--- src/rtl/rxbc_regs_map.svh ---
// Address map, field positions and reset values of the receiver-port
// back channel and datapath register group.
// Included by the register bank and its counter; definitions only.
`ifndef RXBC_REGS_MAP_SVH
`define RXBC_REGS_MAP_SVH

// ==========================================================
// Register offsets on the local register port
`define RXBC_ADDR_PAR_LO 8'h56
`define RXBC_ADDR_BIST 8'h57
`define RXBC_ADDR_BCC 8'h58
`define RXBC_ADDR_CTL1 8'h59
`define RXBC_ADDR_CTL2 8'h5A

// ==========================================================
// Back channel configuration fields
`define RXBC_BCC_PASS_ALL_BIT 7
`define RXBC_BCC_PASS_DECODE_BIT 6
`define RXBC_BCC_AUTO_ACK_BIT 5
`define RXBC_BCC_FORCE_ON_BIT 4
`define RXBC_BCC_CHECKSUM_BIT 3
`define RXBC_BCC_RATE_MASK 8'h07
`define RXBC_BCC_LOCAL_ONLY_MASK 8'h10
`define RXBC_BCC_RESET 8'h18

// ==========================================================
// Datapath control fields
`define RXBC_CTL1_BLOCK_BIT 7
`define RXBC_CTL1_PIN_MASK 8'h03
`define RXBC_CTL1_RESERVED_ZERO 5'h00
`define RXBC_CTL1_RESET 8'h00
`define RXBC_CTL2_RESET 8'h00

// ==========================================================
// Counter and read values
`define RXBC_CNT_ZERO 16'h0000
`define RXBC_CNT_ONE 16'h0001
`define RXBC_CNT_MAX 16'hFFFF
`define RXBC_RD_UNMAPPED 8'h00

// Forward GPIO enable masks per count code
`define RXBC_PINS_NONE 4'h0
`define RXBC_PINS_ONE 4'h1
`define RXBC_PINS_TWO 4'h3
`define RXBC_PINS_FOUR 4'hF

`endif

--- src/rtl/rxbc_pkg.sv ---
// Types shared by the receiver-port back channel register group.
// Assumes the map header supplies all numeric constants.
package rxbc_pkg;

  // One register byte.
  typedef logic [7:0] rxbc_byte_t;

  // Parity error count, low and high byte together.
  typedef logic [15:0] rxbc_count_t;

  // Forward GPIO count field codes.
  typedef enum logic [1:0] {
    RXBC_PINS_OFF,
    RXBC_PINS_1,
    RXBC_PINS_2,
    RXBC_PINS_4
  } rxbc_pin_code_t;

endpackage

--- src/rtl/rxbc_regs.sv ---
// Receiver-port register group: parity and self-test error counts, back
// channel configuration and datapath control.
// Assumes all inputs come from logic on clk; the local register port and
// the remote control channel port each give one-cycle strobes.
`timescale 1ns/1ps
`default_nettype none
`include "rxbc_regs_map.svh"

module rxbc_regs
(
  // Clock and reset.
  input wire logic clk,
  input wire logic rst_n,
  // Local register port.
  input wire logic reg_wr,
  input wire logic reg_rd,
  input wire logic [7:0] reg_addr,
  input wire logic [7:0] reg_wdata,
  output logic [7:0] reg_rdata,
  output logic reg_rvalid,
  // Remote control channel writes.
  input wire logic rmt_wr,
  input wire logic [7:0] rmt_addr,
  input wire logic [7:0] rmt_wdata,
  // Forward channel datapath load.
  input wire logic fc_load,
  input wire logic [1:0] fc_pin_count,
  input wire logic [7:0] fc_ctl2,
  // Receiver events and self-test count.
  input wire logic parity_err,
  input wire logic lock_acquired,
  input wire logic parity_chk_en_set,
  input wire logic [7:0] bist_err_count,
  // Local I2C transaction steering.
  input wire logic i2c_req,
  input wire logic i2c_addr_match,
  output logic i2c_forward,
  // Configuration outputs.
  output logic pass_all,
  output logic pass_decode,
  output logic auto_ack_all,
  output logic return_link_force_on,
  output logic return_link_enable,
  output logic return_link_checksum_on,
  output logic [2:0] return_link_rate_select,
  output logic block_remote_datapath_load,
  output logic [1:0] forward_pin_count,
  output logic [3:0] forward_pin_enable,
  output logic [7:0] datapath_control_two,
  output logic [7:0] parity_count_high_byte
);

  // ==========================================================
  // State
  rxbc_pkg::rxbc_byte_t bcc_ff; // Back channel configuration.
  rxbc_pkg::rxbc_byte_t nxt_bcc_ff;
  logic block_ff; // Stops forward channel loading.
  logic nxt_block_ff;
  rxbc_pkg::rxbc_pin_code_t pin_ff; // Forward GPIO count code.
  rxbc_pkg::rxbc_pin_code_t nxt_pin_ff;
  rxbc_pkg::rxbc_byte_t ctl2_ff; // Second datapath control byte.
  rxbc_pkg::rxbc_byte_t nxt_ctl2_ff;
  rxbc_pkg::rxbc_byte_t rdata_ff; // Read answer.
  rxbc_pkg::rxbc_byte_t nxt_rdata_ff;
  logic rvalid_ff; // Read answer strobe.
  logic nxt_rvalid_ff;
  logic fwd_ff; // Transaction goes across the link.
  logic nxt_fwd_ff;
  logic link_en_ff; // Return link enable.
  logic nxt_link_en_ff;
  logic [3:0] pin_en_ff; // Enabled forward pins.
  logic [3:0] nxt_pin_en_ff;
  rxbc_pkg::rxbc_count_t par_cnt; // Parity error count.
  logic par_clr; // Clears the parity count.
  logic rd_par_lo; // Read of the low count byte.

  // ==========================================================
  // Parity error counter
  // Lock, checker enable and a low-byte read all restart the count.
  assign rd_par_lo = reg_rd && (reg_addr == `RXBC_ADDR_PAR_LO);
  assign par_clr = rd_par_lo || lock_acquired || parity_chk_en_set;

  rxbc_parity_counter u_par_cnt
  (
    .clk(clk),
    .rst_n(rst_n),
    .err_evt(parity_err),
    .clr_evt(par_clr),
    .count_ff(par_cnt)
  );

  // ==========================================================
  // Configuration registers
  // Order of precedence: remote writes, then forward channel loads, then
  // local writes, so a local write lands in its own cycle, except one to CTL2 while loads are unblocked.
  always_comb
  begin
    nxt_bcc_ff = bcc_ff;
    nxt_block_ff = block_ff;
    nxt_pin_ff = pin_ff;
    nxt_ctl2_ff = ctl2_ff;
    // Remote writes cannot touch the force-on bit.
    if (rmt_wr)
    begin
      unique case (rmt_addr)
        `RXBC_ADDR_BCC:
        begin
          nxt_bcc_ff = (rmt_wdata & ~`RXBC_BCC_LOCAL_ONLY_MASK)
                     | (bcc_ff & `RXBC_BCC_LOCAL_ONLY_MASK);
        end
        `RXBC_ADDR_CTL1:
        begin
          nxt_block_ff = rmt_wdata[`RXBC_CTL1_BLOCK_BIT];
          nxt_pin_ff = rxbc_pkg::rxbc_pin_code_t'(2'(rmt_wdata & `RXBC_CTL1_PIN_MASK));
        end
        `RXBC_ADDR_CTL2:
        begin
          // The reserved byte is only writable while loads are blocked.
          if (block_ff)
          begin
            nxt_ctl2_ff = rmt_wdata;
          end
        end
        default: ; // Other offsets belong elsewhere.
      endcase
    end
    // Forward channel loads are dropped while the block bit is set.
    if (fc_load && !block_ff)
    begin
      nxt_pin_ff = rxbc_pkg::rxbc_pin_code_t'(fc_pin_count);
      nxt_ctl2_ff = fc_ctl2;
    end
    // Local writes; the next unblocked load replaces the pin count again.
    if (reg_wr)
    begin
      unique case (reg_addr)
        `RXBC_ADDR_BCC:
        begin
          nxt_bcc_ff = reg_wdata;
        end
        `RXBC_ADDR_CTL1:
        begin
          nxt_block_ff = reg_wdata[`RXBC_CTL1_BLOCK_BIT];
          nxt_pin_ff = rxbc_pkg::rxbc_pin_code_t'(2'(reg_wdata & `RXBC_CTL1_PIN_MASK));
        end
        `RXBC_ADDR_CTL2:
        begin
          if (block_ff)
          begin
            nxt_ctl2_ff = reg_wdata;
          end
        end
        default: ; // Writes to read-only or foreign offsets are ignored.
      endcase
    end
  end

  // Configuration register bank.
  always_ff @(posedge clk or negedge rst_n)
  begin
    if (!rst_n)
    begin
      bcc_ff <= `RXBC_BCC_RESET;
      block_ff <= 1'(`RXBC_CTL1_RESET >> `RXBC_CTL1_BLOCK_BIT);
      pin_ff <= rxbc_pkg::RXBC_PINS_OFF;
      ctl2_ff <= `RXBC_CTL2_RESET;
    end
    else
    begin
      bcc_ff <= nxt_bcc_ff;
      block_ff <= nxt_block_ff;
      pin_ff <= nxt_pin_ff;
      ctl2_ff <= nxt_ctl2_ff;
    end
  end

  // ==========================================================
  // Read path and derived outputs
  // Read data is registered so every output leaves a flip-flop; the
  // count byte is sampled before the clear of the same read lands.
  always_comb
  begin
    nxt_rvalid_ff = reg_rd;
    nxt_rdata_ff = rdata_ff;
    if (reg_rd)
    begin
      unique case (reg_addr)
        `RXBC_ADDR_PAR_LO: nxt_rdata_ff = par_cnt[7:0];
        `RXBC_ADDR_BIST: nxt_rdata_ff = bist_err_count;
        `RXBC_ADDR_BCC: nxt_rdata_ff = bcc_ff;
        `RXBC_ADDR_CTL1: nxt_rdata_ff = {block_ff, `RXBC_CTL1_RESERVED_ZERO, pin_ff};
        `RXBC_ADDR_CTL2: nxt_rdata_ff = ctl2_ff;
        default: nxt_rdata_ff = `RXBC_RD_UNMAPPED;
      endcase
    end
    // A request leaves only when pass-all is set, or pass-decode is set and its address matches.
    nxt_fwd_ff = i2c_req && (bcc_ff[`RXBC_BCC_PASS_ALL_BIT]
               || (bcc_ff[`RXBC_BCC_PASS_DECODE_BIT] && i2c_addr_match));
    nxt_link_en_ff = bcc_ff[`RXBC_BCC_FORCE_ON_BIT]
                   || bcc_ff[`RXBC_BCC_PASS_ALL_BIT]
                   || bcc_ff[`RXBC_BCC_PASS_DECODE_BIT];
    unique case (pin_ff)
      rxbc_pkg::RXBC_PINS_OFF: nxt_pin_en_ff = `RXBC_PINS_NONE;
      rxbc_pkg::RXBC_PINS_1: nxt_pin_en_ff = `RXBC_PINS_ONE;
      rxbc_pkg::RXBC_PINS_2: nxt_pin_en_ff = `RXBC_PINS_TWO;
      rxbc_pkg::RXBC_PINS_4: nxt_pin_en_ff = `RXBC_PINS_FOUR;
    endcase
  end

  // Read and derived output registers.
  always_ff @(posedge clk or negedge rst_n)
  begin
    if (!rst_n)
    begin
      rdata_ff <= `RXBC_RD_UNMAPPED;
      rvalid_ff <= 1'b0;
      fwd_ff <= 1'b0;
      link_en_ff <= 1'b1;
      pin_en_ff <= `RXBC_PINS_NONE;
    end
    else
    begin
      rdata_ff <= nxt_rdata_ff;
      rvalid_ff <= nxt_rvalid_ff;
      fwd_ff <= nxt_fwd_ff;
      link_en_ff <= nxt_link_en_ff;
      pin_en_ff <= nxt_pin_en_ff;
    end
  end

  // Outputs, each straight from a flip-flop.
  assign reg_rdata = rdata_ff;
  assign reg_rvalid = rvalid_ff;
  assign i2c_forward = fwd_ff;
  assign pass_all = bcc_ff[`RXBC_BCC_PASS_ALL_BIT];
  assign pass_decode = bcc_ff[`RXBC_BCC_PASS_DECODE_BIT];
  assign auto_ack_all = bcc_ff[`RXBC_BCC_AUTO_ACK_BIT];
  assign return_link_force_on = bcc_ff[`RXBC_BCC_FORCE_ON_BIT];
  assign return_link_enable = link_en_ff;
  assign return_link_checksum_on = bcc_ff[`RXBC_BCC_CHECKSUM_BIT];
  assign return_link_rate_select = 3'(bcc_ff & `RXBC_BCC_RATE_MASK);
  assign block_remote_datapath_load = block_ff;
  assign forward_pin_count = pin_ff;
  assign forward_pin_enable = pin_en_ff;
  assign datapath_control_two = ctl2_ff;
  assign parity_count_high_byte = par_cnt[15:8];
endmodule
`default_nettype wire

--- src/rtl/rxbc_parity_counter.sv ---
// Saturating parity error counter with a clear that loses to a new error.
// Assumes error and clear strobes are one-cycle pulses on clk.
`timescale 1ns/1ps
`default_nettype none
`include "rxbc_regs_map.svh"

module rxbc_parity_counter
(
  // Clock and reset.
  input wire logic clk,
  input wire logic rst_n,
  // Events.
  input wire logic err_evt,
  input wire logic clr_evt,
  // Count.
  output var rxbc_pkg::rxbc_count_t count_ff
);

  // Next count value.
  rxbc_pkg::rxbc_count_t nxt_count_ff;

  // ==========================================================
  // Counting
  // A clear in the same cycle as an error leaves a count of one, so the
  // error is never lost.
  always_comb
  begin
    nxt_count_ff = count_ff;
    if (clr_evt)
    begin
      // The error of this cycle survives the clear.
      nxt_count_ff = err_evt ? `RXBC_CNT_ONE : `RXBC_CNT_ZERO;
    end
    else if (err_evt && (count_ff != `RXBC_CNT_MAX))
    begin
      // Holding at the top keeps a heavy error burst from reading as few.
      nxt_count_ff = count_ff + `RXBC_CNT_ONE;
    end
  end

  // Count register.
  always_ff @(posedge clk or negedge rst_n)
  begin
    if (!rst_n)
    begin
      count_ff <= `RXBC_CNT_ZERO;
    end
    else
    begin
      count_ff <= nxt_count_ff;
    end
  end
endmodule
`default_nettype wire

--- config.mk ---
export PLATFORM = sky130hd
export DESIGN_NAME = rxbc_regs
export DESIGN_NICKNAME = d
export VERILOG_FILES = /design/src/rtl/rxbc_pkg.sv /design/src/rtl/rxbc_regs.sv /design/src/rtl/rxbc_parity_counter.sv
export VERILOG_INCLUDE_DIRS = /design/src /design/src/rtl
export SDC_FILE = /design/constraint.sdc
export NUM_CORES = 1
export LEC_CHECK = 0
export ABC_AREA = 1
export ABC_CLOCK_PERIOD_IN_PS = 2100
export BUFFER_PORTS_ARGS = -buffer_cell sky130_fd_sc_hd__buf_4
export CAP_MARGIN = 20
export CORE_UTILIZATION = 34
export DETAILED_ROUTE_END_ITERATION = 6
export GPL_TIMING_DRIVEN = 1
export PLACE_DENSITY = 0.54
export SYNTH_ARGS = -nofsm -noshare
export SYNTH_HDL_FRONTEND = slang
export SYNTH_SLANG_ARGS = --single-unit
--- constraint.sdc ---
create_clock -name clk -period 2.1 [get_ports clk]
set_clock_uncertainty 0.2 [all_clocks]
set_input_delay 0.63 -clock clk [delete_from_list [all_inputs] [get_ports clk]]
set_output_delay 0.63 -clock clk [all_outputs]
set_load 0.03 [all_outputs]
**Yosys cells after proc, flatten, opt, wreduce, memory -nomap -nowiden**

Cells that the tools add are included.

- Flip-flop bits (word level): 50
- Output and inout bits: 42
- Word-level logic and storage cells: 62

- Equal/unequal tests: 12
- Muxes and demuxes: 25
- Reductions and logical operators: 13
- Bitwise logic cells: 1
- Add/sub/neg operators: 1

Operators by type and width:

| cell | count |
|---|---|
| $mux 8 | 11 |
| $eq 8x7->1 const B | 8 |
| $pmux 8 s5 | 1 |
| $mux 16 | 2 |
| $add 16x1->16 const B | 1 |
| $ne 16x16->1 const B | 1 |
| $pmux 4 s4 | 1 |
| $mux 2 | 5 |
| $or 8x5->8 | 1 |
| $logic_and 1x1->1 | 5 |
| $logic_or 1x1->1 | 5 |
| $mux 1 | 5 |
| $eq 2x2->1 const B | 2 |
| $eq 2x1->1 const B | 1 |
| $logic_not 2->1 | 1 |
| $reduce_bool 2->1 | 1 |
| $logic_not 1->1 | 1 |

**Longest topological paths before layout**

Gate-level depths: netlist of the first run.

- Depth in word-level cells: 7
- Gate-level depth with buffers: 10
- Depth with buffers taken out: 10

**By module**

From an unflattened synthesis of the first run, not the netlist that was laid out.

- Cell total of the unflattened synthesis: 465
- Area total of the unflattened synthesis: 3225.6 µm²

By module, submodules not included:

| module | cells each | area an instance (µm²) | seq. area each (µm²) | instances |
|---|---|---|---|---|
| rxbc_regs | 316 | 2204.6 | 829.5 | 1 |
| rxbc_parity_counter | 149 | 1021.0 | 400.4 | 1 |

**Worst setup path after synthesis of the first run**

OpenSTA, ideal clock, no wires.

- Path type: input to register
- Start: input reg_addr[7]
- End: register bcc_ff[5]
- Path slack: 0.261 ns
- Cell stages on the path: 10
- Arrival: 1.516 ns
- Path through: inv_1 > nand2_1 > nor2_2 > buf_4 > nand3_2 > inv_2 > buf_6 > a21oi_1 > o21ai_0 > nand2_1

- Cells in the longest elaborated chain, start to end: 3

Ends and longest elaborated chain:

| what | line | source |
|---|---|---|
| start, declared | rxbc_regs.sv:17 | `input wire logic [7:0] reg_addr,` |
| $eq 8x7->1 | rxbc_regs.sv:136 | `unique case (reg_addr)` |
| $mux 8 | rxbc_regs.sv:136 |  |
| $mux 8 | rxbc_regs.sv:134 | `if (reg_wr)` |
| named net nxt_bcc_ff[5] | rxbc_regs.sv:56 | `rxbc_pkg::rxbc_byte_t nxt_bcc_ff;` |
| end signal, assigned | rxbc_regs.sv:163 | `` bcc_ff <= `RXBC_BCC_RESET; `` |
| end signal, assigned | rxbc_regs.sv:170 | `bcc_ff <= nxt_bcc_ff;` |
| end, declared | rxbc_regs.sv:55 | `rxbc_pkg::rxbc_byte_t bcc_ff;` |

The timed path passes the listed nets, and every way through them passes these cells.
A chain may end at the register's enable or synchronous reset.

**Worst setup path in the final report of the first run**

- Start: register u_par_cnt.count_ff[0]
- End: register u_par_cnt.count_ff[0]

- Cells in the longest elaborated chain, start to end: 3
- Elaborated cells between the ends (all ways): 6

Ends and longest elaborated chain:

| what | line | source |
|---|---|---|
| start, declared | rxbc_parity_counter.sv:16 | `output var rxbc_pkg::rxbc_count_t count_ff` |
| start signal, assigned | rxbc_parity_counter.sv:46 | `` count_ff <= `RXBC_CNT_ZERO; `` |
| start signal, assigned | rxbc_parity_counter.sv:50 | `count_ff <= nxt_count_ff;` |
| $add 16x1->16 (no source line) or $ne 16x16->1 (tied branches) | n/a |  |
| $mux 16 or $logic_and 1x1->1 (tied branches) | rxbc_parity_counter.sv:34 | `` else if (err_evt && (count_ff != `RXBC_CNT_MAX)) `` |
| $mux 16 or $reduce_bool 2->1 (tied branches) | n/a |  |

Several ways; a longest one is shown, not always the timed one. The select of a mux whose other input is x is not followed.

==> impl_metrics.env, run 1 <==
export IMPL_grt_max_degree=50
export IMPL_synth_ff_type="dfrtp_1"
export IMPL_fp_dieW_um=99.6
export IMPL_synthTopCellsByArea="dfrtp_1 (36%), nand2_1 (17%), nand3_1 (9.7%)"
export IMPL_p_seq_share_pct=49.3
export IMPL_grt_pass1_vias=3131
export IMPL_worstPathArrival_ns=1.93
export IMPL_clk_pin_slew_ns=0.09
export IMPL_cts_tree="done"
export IMPL_synth_area_um2=3240
export IMPL_drv_slew=0
export IMPL_drtPass1Iterations=4
export IMPL_worstMarginPinSlew_ns=0.652
export IMPL_grt_pass1_wl_um=14800
export IMPL_crit_buf_inv=2
export IMPL_rsz0062_at_grt="false"
export IMPL_path_class="reg -> reg"
export IMPL_die_area_um2=9930
export IMPL_p_per_area_nw_per_um2=501
export IMPL_ys_warn_count=0
export IMPL_place_gp_congestion=0.850
export IMPL_pwr_share_comb_pct=25.1
export IMPL_rows=35
export IMPL_diodes=0
export IMPL_yosysTopAreaCellShare_pct=35.5
export IMPL_io_buffers=102
export IMPL_nNetsFinal=649
export IMPL_synth_edf_count=0
export IMPL_remaining_drc_errors=0
export IMPL_layout_drive_gt1_share_pct=26.4
export IMPL_clock_sinks=49
export IMPL_period_needed_ns=1.89
export IMPL_p_sw_uw=687
export IMPL_cp_end_kind="flip-flop"
export IMPL_antenna_found_initial=0
export IMPL_clockBufferDepth=2
export IMPL_syn_area_per_cell_um2=6.78
export IMPL_ys_ff_latch=49
export IMPL_sw_frac_of_total_pct=32.1
export IMPL_path_cells="ha_1, nand2_2, nor2_4, nand2_2, nor2_2, nor2_2, buf_4, nor2_4, buf_4, nand2_1, nand3_1"
export IMPL_numCtsBuffers=5
export IMPL_dp_hpwl_um=7120
export IMPL_max_cap_violations=0
export IMPL_track_usage_pct=18.7
export IMPL_dieHeight_um=99.6
export IMPL_pin_count=103
export IMPL_area_delta_synth_final_pct=32.0
export IMPL_status="completed"
export IMPL_pwr_share_clk_pct=25.5
export IMPL_n_fill_cell=967
export IMPL_core_area_um2=9240
export IMPL_hp_class="in -> async"
export IMPL_overflow=0
export IMPL_finalSetupViolCount=0
export IMPL_cts_root_buf="clkbuf_8"
export IMPL_drt_iter0_markers=120
export IMPL_hold_viol=0
export IMPL_yosysTopAreaCell="dfrtp_1"
export IMPL_ant_nets=0
export IMPL_crit_path_top_delay_cell="dfrtp_1"
export IMPL_crit_family="simple AND/OR/NAND/NOR gates"
export IMPL_worstPathRequired_ns=2.14
export IMPL_crit_fanout=13
export IMPL_dpl_worst_slack_ns=0.0172
export IMPL_regArea_um2=1230
export IMPL_clk_latency_ns=0.30
export IMPL_multi_input_area_um2=1590
export IMPL_start_util_pct=35.1
export IMPL_critPathLaunchType="flip-flop"
export IMPL_syn_num_nets=540
export IMPL_finalCritPeriodShare_pct=90.2
export IMPL_synthDistinctLibCells=28
export IMPL_setup_tns_final_ns=0
export IMPL_max_freq_mhz=528
export IMPL_ys_async_sr_fraction_pct=100
export IMPL_post_drt_wl_per_cell_um=12.5
export IMPL_max_stage_delay_ns=0.36
export IMPL_cts_max_level=2
export IMPL_leakagePower_nw=2.28
export IMPL_finalPower_mw=2.14
export IMPL_ys_seq_area_share_pct=38.0
export IMPL_avgViaCountPerCell=4.56
export IMPL_p_int_mw=1.46
export IMPL_wl_um=8940
export IMPL_syn_inst=478
export IMPL_final_setup_worst_slack_ns=0.206
export IMPL_relSlewSlack_pct=56.6
export IMPL_ctsHoldBuffers=0
export IMPL_ir_worst_vdd_mv=0.281
export IMPL_via_count=3270
export IMPL_r2r_slack_ns=0.21
final cells by class:
type	instances	area share, %
Multi-Input combinational cell	338	37.2
Clock inverter	2	0.234
Timing Repair Buffer	126	22.4
Inverter	67	5.88
Sequential cell	49	28.8
Tap cell	129	3.77
Clock buffer	6	1.70
power by group through the flow:
stage                     clock network (mW)  registers [mW]  logic, mW
final                                  0.547            1.06      0.539
after global routing                   0.598            1.07      0.591
after CTS                              0.572            1.06      0.539
after global placement                     0            1.08      0.536
after detailed placement                   0            1.08      0.538
after floorplan                            0            1.17      0.181
kinds of logic after synthesis:
group | count (synthesis) | share of synthesized area [%]
simple gates | 302 | 42.8
fa+ha+maj | 1 | 0.386
flops | 49 | 38.0
compound gates | 32 | 5.14
xor+xnor | 3 | 0.811
buf+inv | 91 | 12.9
final timing paths:
path,cells after the start,endpoint,from
hold reg to reg,0,forward_pin_enable[1],forward_pin_count[1]
min in group clk,0,forward_pin_enable[1],forward_pin_count[1]
hold / removal,1,u_par_cnt.count_ff[8],rst_n
max in group asynchronous,1,forward_pin_count[0],rst_n
setup reg to reg,11,u_par_cnt.count_ff[0],u_par_cnt.count_ff[0]
setup / recovery,11,u_par_cnt.count_ff[0],u_par_cnt.count_ff[0]
sequential cells by signal, indices dropped and copies added, names as in the netlist:
name                        flops
bcc_ff                          8
block_remote_datapath_load      1
datapath_control_two            8
forward_pin_count               2
forward_pin_enable              3
i2c_forward                     1
reg_rdata                       8
reg_rvalid                      1
return_link_enable              1
u_par_cnt.count_ff             16
routing by layer:
| metal | GRT usage [%] | up-vias | share of wire [%] |
|---|---|---|---|
| li1 | - | 1735 | - |
| met1 | 22.8 | 1458 | 45 |
| met2 | 34.5 | 73 | 50 |
| met3 | 2.81 | 4 | 3.7 |
| met4 | 4.19 | 0 | 0.72 |
| met5 | 0 | - | 0 |
Yosys cell counts, types with 3 or more instances:
library cell,number
inv_1,63
dfstp_2,3
nand2_1,143
nor2_1,43
nand2_2,4
clkbuf_1,4
o21ai_0,15
nand3_1,63
dfrtp_1,46
nor2_2,5
buf_2,4
buf_4,13
nor3_1,4
nor2_4,4
buf_6,3
nand3b_1,7
nand4_1,26
a21oi_1,15
timing repair:
item / CTS / global route
buffers inserted: 0 / 2
endpoints found under the setup margin: 0 / 2
gates resized for setup: 0 / 0
layout by cell type (no fill, tap or decap), types with 2 or more instances in the layout:
cell        n
nand2_2     4
nor2_2      5
buf_4     125
nand2_1   143
nand3b_1    7
nor2_4      4
a21oi_1    15
nor3_1      4
clkinv_2    2
nand3_1    63
inv_1      63
dfrtp_1    46
nand4_1    26
dfstp_2     3
xor2_1      2
nor2_1     43
clkbuf_8    5
inv_2       2
clkinv_1    2
o21ai_0    15
per-stage QoR:
stage | cell area (um2) | cells | utilization, % | hold WS, ns
after floorplan | 3240 | 478 | - | 0.134
after global placement | 4170 | 707 | 45.1 | 0.267
after detailed placement | 4170 | 707 | 45.1 | 0.266
after CTS | 4250 | 715 | 46.0 | 0.165
after global routing | 4280 | 717 | 46.3 | 0.196
final | 4280 | 717 | 46.3 | 0.144
Power figures use the tool's default switching activity.
==> inputs of run 2 (changes only) <==
CORE_ASPECT_RATIO = 0.9   (was not set)
==> run 2 against run 1 <==
Sequential cell count unchanged. Fmax up 2.8%. Clock-buffer cell count unchanged. Power rose by 0.80%. Sequential share of layout area is 0.16 points higher. Via count rose by 3.8%. Non-clock buffer count fell by 2. Hold slack got worse by 0.099 ns. Critical path depth decreased by 10. Cell count shrank 1.3%. Largest cell class unchanged.
==> impl_metrics.env, run 2 (synthesis results as in run 1) <==
export IMPL_remaining_drc_errors=0
export IMPL_avgViaCountPerCell=4.79
export IMPL_antenna_found_initial=0
export IMPL_max_stage_delay_ns=0.55
export IMPL_path_cells="buf_4"
export IMPL_rows=33
export IMPL_placed_cell_area_um2=4170
export IMPL_rsz0062_at_grt="false"
export IMPL_p_sw_uw=698
export IMPL_grt_pass1_wl_um=15700
export IMPL_cp_end_kind="primary output"
export IMPL_pin_count=103
export IMPL_critPathLaunchType="flip-flop"
export IMPL_diodes=0
export IMPL_period_needed_ns=1.84
export IMPL_largest_reg_flops=16
export IMPL_regMostFlops="u_par_cnt.count_ff"
export IMPL_fin_area_um2=4250
export IMPL_setup_tns_final_ns=0
export IMPL_grt_pass1_vias=3285
export IMPL_place_gp_congestion=0.853
export IMPL_post_drt_wl_per_cell_um=13.3
export IMPL_n_fill_cell=993
export IMPL_overflow=0
export IMPL_relSlewSlack_pct=58.6
export IMPL_drtPass1Iterations=4
export IMPL_fin_util_pct=46.4
export IMPL_fp_dieW_um=105
export IMPL_final_common_cell="nand2_1"
export IMPL_worstMarginPinSlew_ns=0.619
export IMPL_max_freq_mhz=543
export IMPL_leakagePower_nw=2.26
export IMPL_p_per_area_nw_per_um2=508
export IMPL_layout_common_cells="nand2_1 (143), buf_4 (123), inv_1 (63), nand3_1 (63), dfrtp_1 (46)"
export IMPL_clockBufferDepth=2
export IMPL_grt_max_degree=30
export IMPL_start_util_pct=35.4
export IMPL_worstPathRequired_ns=1.27
export IMPL_p_int_mw=1.46
export IMPL_multi_input_area_um2=1590
export IMPL_nNetsFinal=647
export IMPL_p_seq_share_pct=49.0
export IMPL_io_buffers=102
export IMPL_dieHeight_um=94.6
export IMPL_max_cap_violations=0
export IMPL_pwr_share_comb_pct=25.6
export IMPL_cts_tree="done"
export IMPL_via_count=3393
export IMPL_cts_root_buf="clkbuf_8"
export IMPL_area_delta_synth_final_pct=31.2
export IMPL_clock_sinks=49
export IMPL_hold_viol=0
export IMPL_ir_worst_vdd_mv=0.425
export IMPL_cts_max_level=2
export IMPL_cts_setup_buffers=0
export IMPL_regArea_um2=1230
export IMPL_drv_slew=0
export IMPL_ant_nets=0
export IMPL_ctsHoldBuffers=0
export IMPL_layout_drive_gt1_share_pct=26.1
export IMPL_core_area_um2=9170
export IMPL_cts_resized=0
export IMPL_hp_class="in -> async"
export IMPL_worstPathArrival_ns=1.01
export IMPL_status="completed"
export IMPL_clk_pin_slew_ns=0.10
export IMPL_die_area_um2=9930
export IMPL_crit_buf_inv=1
export IMPL_path_class="reg -> out"
export IMPL_numCtsBuffers=5
export IMPL_crit_path_top_delay_cell="dfstp_2"
export IMPL_clk_latency_ns=0.30
export IMPL_finalSetupViolCount=0
export IMPL_sw_frac_of_total_pct=32.3
export IMPL_track_usage_pct=20.1
export IMPL_crit_family="flip-flops"
export IMPL_dp_hpwl_um=7570
export IMPL_drt_iter0_markers=146
export IMPL_crit_fanout=3
export IMPL_wl_um=9450
export IMPL_finalCritPeriodShare_pct=87.7
export IMPL_pwr_share_clk_pct=25.4
==> run 2: stage by stage <==
stage	total power, mW	hold WS [ns]	std cells	setup WS [ns]
after detailed placement	1.63	0.261	700	-0.0162
after global routing	2.28	0.0628	708	0.128
after global placement	1.63	0.261	700	0.0308
final	2.16	0.0450	708	0.258
after CTS	2.19	0.0516	708	0.245
after floorplan	1.35	0.134	478	0.261
==> run 2: power by group through the flow <==
stage	Sequential, mW	Clock (mW)	Combinational [mW]
final	1.06	0.550	0.553
after global routing	1.07	0.612	0.606
after CTS	1.06	0.571	0.558
after detailed placement	1.08	0	0.556
after global placement	1.08	0	0.552
after floorplan	1.17	0	0.181
==> run 2: cell type report <==
class,count,area share (%)
multi-input combinational,338,37.5
sequential,49,28.9
timing repair buffer,124,22.2
inverter,67,5.91
tap,122,3.59
clock buffer,6,1.71
clock inverter,2,0.235
==> run 2: routing by layer <==
metal / GRT usage [%] / up-vias / part of all wire (%)
met4: 4.11 / 0 / 1.1
met2: 32.0 / 93 / 42
met1: 28.6 / 1558 / 52
li1: - / 1734 / -
met3: 3.66 / 8 / 4.6
met5: 0 / - / 0
==> run 2: worst paths after layout <==
path | start | to | slack, ns | cells after the start
max in group asynchronous | rst_n | return_link_enable | 1.11 | 2
max reg2reg | u_par_cnt.count_ff[0] | u_par_cnt.count_ff[2] | 0.30 | 9
max | bcc_ff[3] | return_link_checksum_on | 0.26 | 1
min reg2reg | forward_pin_count[1] | forward_pin_enable[1] | 0.29 | 0
min | rst_n | u_par_cnt.count_ff[9] | 0.04 | 1
min in group clk | forward_pin_count[1] | forward_pin_enable[1] | 0.29 | 0
==> inputs of run 3 (changes only) <==
ABC_AREA = 0   (was 1)
PLACE_DENSITY = 0.55   (was 0.54)
==> run 3 against run 2 <==
The run now ends with DRC left. Largest cell class unchanged. Register-to-register slack worse by 0.13 ns. Non-clock buffer count increased by 13. Routed wire length is 7.2% lower. Synthesized cell count down 37%. Clock power rose by 15%. Sequential cell count is the same. Utilization grew 4.2 points. Cell count fell by 26%.
==> impl_metrics.env, run 3 <==
export IMPL_ant_nets=0
export IMPL_clockBufferDepth=2
export IMPL_grt_max_degree=50
export IMPL_p_int_mw=1.54
export IMPL_max_cap_violations=0
export IMPL_largest_reg_flops=16
export IMPL_synth_top_cells_by_count="dfrtp_1 (46), nand2_1 (28), nor2_1 (21)"
export IMPL_ir_worst_vdd_mv=0.259
export IMPL_core_area_um2=8070
export IMPL_cts_max_level=2
export IMPL_hp_class="in -> async"
export IMPL_synthTopCellsByArea="dfrtp_1 (41%), mux2i_1 (7.1%), nand2_1 (3.7%)"
export IMPL_place_gp_congestion=0.842
export IMPL_syn_inst=300
export IMPL_drtPass1Iterations=7
export IMPL_grt_pass1_wl_um=13600
export IMPL_rows=31
export IMPL_cts_tree="done"
export IMPL_syn_area_per_cell_um2=9.46
export IMPL_nNetsFinal=485
export IMPL_leakagePower_nw=1.79
export IMPL_n_fill_cell=779
export IMPL_via_count=2769
export IMPL_multi_input_area_um2=1500
export IMPL_area_delta_synth_final_pct=43.9
export IMPL_dp_hpwl_um=6710
export IMPL_finalPower_mw=2.20
export IMPL_critPathLaunchType="input port"
export IMPL_rsz0062_at_grt="true"
export IMPL_violations="DRC"
export IMPL_synthDistinctLibCells=50
export IMPL_worstPathArrival_ns=2.13
export IMPL_sw_frac_of_total_pct=30.3
export IMPL_synth_area_um2=2840
export IMPL_pwr_share_clk_pct=28.6
export IMPL_wl_um=8770
export IMPL_synth_ff_type="dfrtp_1"
export IMPL_diodes=0
export IMPL_r2r_start="u_par_cnt.count_ff[0]"
export IMPL_die_area_um2=8720
export IMPL_numCtsBuffers=5
export IMPL_hold_viol=0
export IMPL_pwr_share_comb_pct=23.8
export IMPL_synth_edf_count=0
export IMPL_place_inst=515
export IMPL_ys_ff_latch=49
export IMPL_avgViaCountPerCell=5.29
export IMPL_io_buffers=102
export IMPL_finalCritPeriodShare_pct=99.8
export IMPL_clk_pin_slew_ns=0.10
export IMPL_layout_common_cells="buf_4 (132), dfrtp_1 (46), nand2_1 (28)"
export IMPL_regArea_um2=1230
export IMPL_drt_iter0_markers=142
export IMPL_grt_pass1_vias=2562
export IMPL_ys_async_sr_fraction_pct=100
export IMPL_cts_setup_buffers=0
export IMPL_start_util_pct=35.2
export IMPL_instances_no_fill=523
export IMPL_path_class="in -> reg"
export IMPL_crit_start="rmt_addr[7]"
export IMPL_relSlewSlack_pct=56.3
export IMPL_yosysTopAreaCellShare_pct=40.6
export IMPL_final_common_cell="buf_4"
export IMPL_track_usage_pct=20.3
export IMPL_status="finished, violations left"
export IMPL_overflow=0
export IMPL_drv_slew=0
export IMPL_clk_latency_ns=0.31
export IMPL_p_per_area_nw_per_um2=539
export IMPL_ys_warn_count=0
export IMPL_p_seq_share_pct=47.5
export IMPL_cts_root_buf="clkbuf_8"
export IMPL_crit_fanout=3
export IMPL_yosysTopAreaCell="dfrtp_1"
export IMPL_worstPathRequired_ns=2.13
export IMPL_finalSetupViolCount=0
export IMPL_worstMarginPinSlew_ns=0.656
export IMPL_synthMostInstantiatedCell="dfrtp_1"
export IMPL_p_sw_uw=667
export IMPL_fp_dieW_um=98.3
export IMPL_cp_end_kind="flip-flop"
export IMPL_remaining_drc_errors=6
export IMPL_pin_count=103
export IMPL_max_freq_mhz=477
export IMPL_antenna_found_initial=0
export IMPL_ys_seq_area_share_pct=43.3
export IMPL_period_needed_ns=2.10
export IMPL_post_drt_wl_per_cell_um=16.8
export IMPL_fin_util_pct=50.6
export IMPL_clock_sinks=49
export IMPL_dieHeight_um=88.7
export IMPL_layout_drive_gt1_share_pct=38.2
export IMPL_syn_num_nets=362
export IMPL_regMostFlops="u_par_cnt.count_ff"
run 3: cell count changes in the layout (fill, tap and decap cells not counted), moves of 9 or more:
cell and delta:
nand4_1 -19, nor2_1 -22, inv_1 -49, buf_4 +9
mux2i_1 +20, nand3_1 -55, nand2_1 -115
run 3: routing by layer:
layer  vias to the layer above  routed length, um  global-route usage (%)
met5                         -                  0                       0
met4                         0                 93                    5.29
met3                         6                437                    4.03
met2                        73               3770                    30.6
met1                      1321               4470                    29.9
li1                       1369                  -                       -
run 3: kinds of logic (layout without fill, tap and decap cells):
family / after synthesis / after routing / share of synthesized area [%]
mux: 23 / 23 / 8.24
compound gates: 81 / 81 / 20.0
buf+inv: 35 / 159 / 5.86
fa+ha+maj: 1 / 1 / 0.441
simple gates: 111 / 111 / 22.1
flops: 49 / 49 / 43.3
run 3: through the flow:
stage / hold WS (ns) / TNS, ns / worst slack, ns / area (um2)
final: 0.149 / 0 / 0.00333 / 4080
after global routing: 0.198 / -0.309 / -0.0433 / 4080
after CTS: 0.172 / -0.0229 / -0.0131 / 4080
after detailed placement: 0.300 / -6.53 / -0.367 / 3950
after global placement: 0.298 / -6.18 / -0.353 / 3950
after floorplan: 0.134 / -4.72 / -0.335 / 2880
run 3: layout make-up:
class                   instances  share of cell area (%)
multi-input cells             216                    36.8
inverters                      14                    1.29
flip-flops and latches         49                    30.1
clock inverters                 1                   0.123
well taps                      99                    3.03
clock buffers                   7                    2.36
repair buffers                137                    26.3
run 3: power by group through the flow:
| stage | combinational (mW) | sequential (mW) | clock, mW |
|---|---|---|---|
| 4_1_cts | 0.526 | 1.05 | 0.647 |
| 2_1_floorplan | 0.154 | 1.14 | 0 |
| 6_report | 0.525 | 1.05 | 0.631 |
| 3_3_place_gp | 0.518 | 1.06 | 0 |
| 5_1_grt | 0.568 | 1.05 | 0.682 |
| 3_5_place_dp | 0.521 | 1.06 | 0 |
run 3: path summary, 6_finish.rpt:
| path | slack (ns) | endpoint | cells after the start |
|---|---|---|---|
| min reg2reg | 0.32 | forward_pin_enable[1] | 0 |
| max in group asynchronous | 1.11 | bcc_ff[5] | 1 |
| max | 0.003 | forward_pin_count[0] | 6 |
| max reg2reg | 0.17 | u_par_cnt.count_ff[0] | 7 |
| min | 0.15 | i2c_forward | 1 |
| min in group clk | 0.32 | forward_pin_enable[1] | 0 |
run 3: critical path: stages:
cell	delay, ns
buf_6	0.09
or4b_4	0.58
nor4b_2	0.26
buf_4	0.17
mux2_4	0.30
o22ai_2	0.10
run 3: repair_timing:
item,in CTS,in global routing
endpoints found under the setup margin,6,11
hold buffers,0,0
resized for setup,5,1
pin swaps,5,7
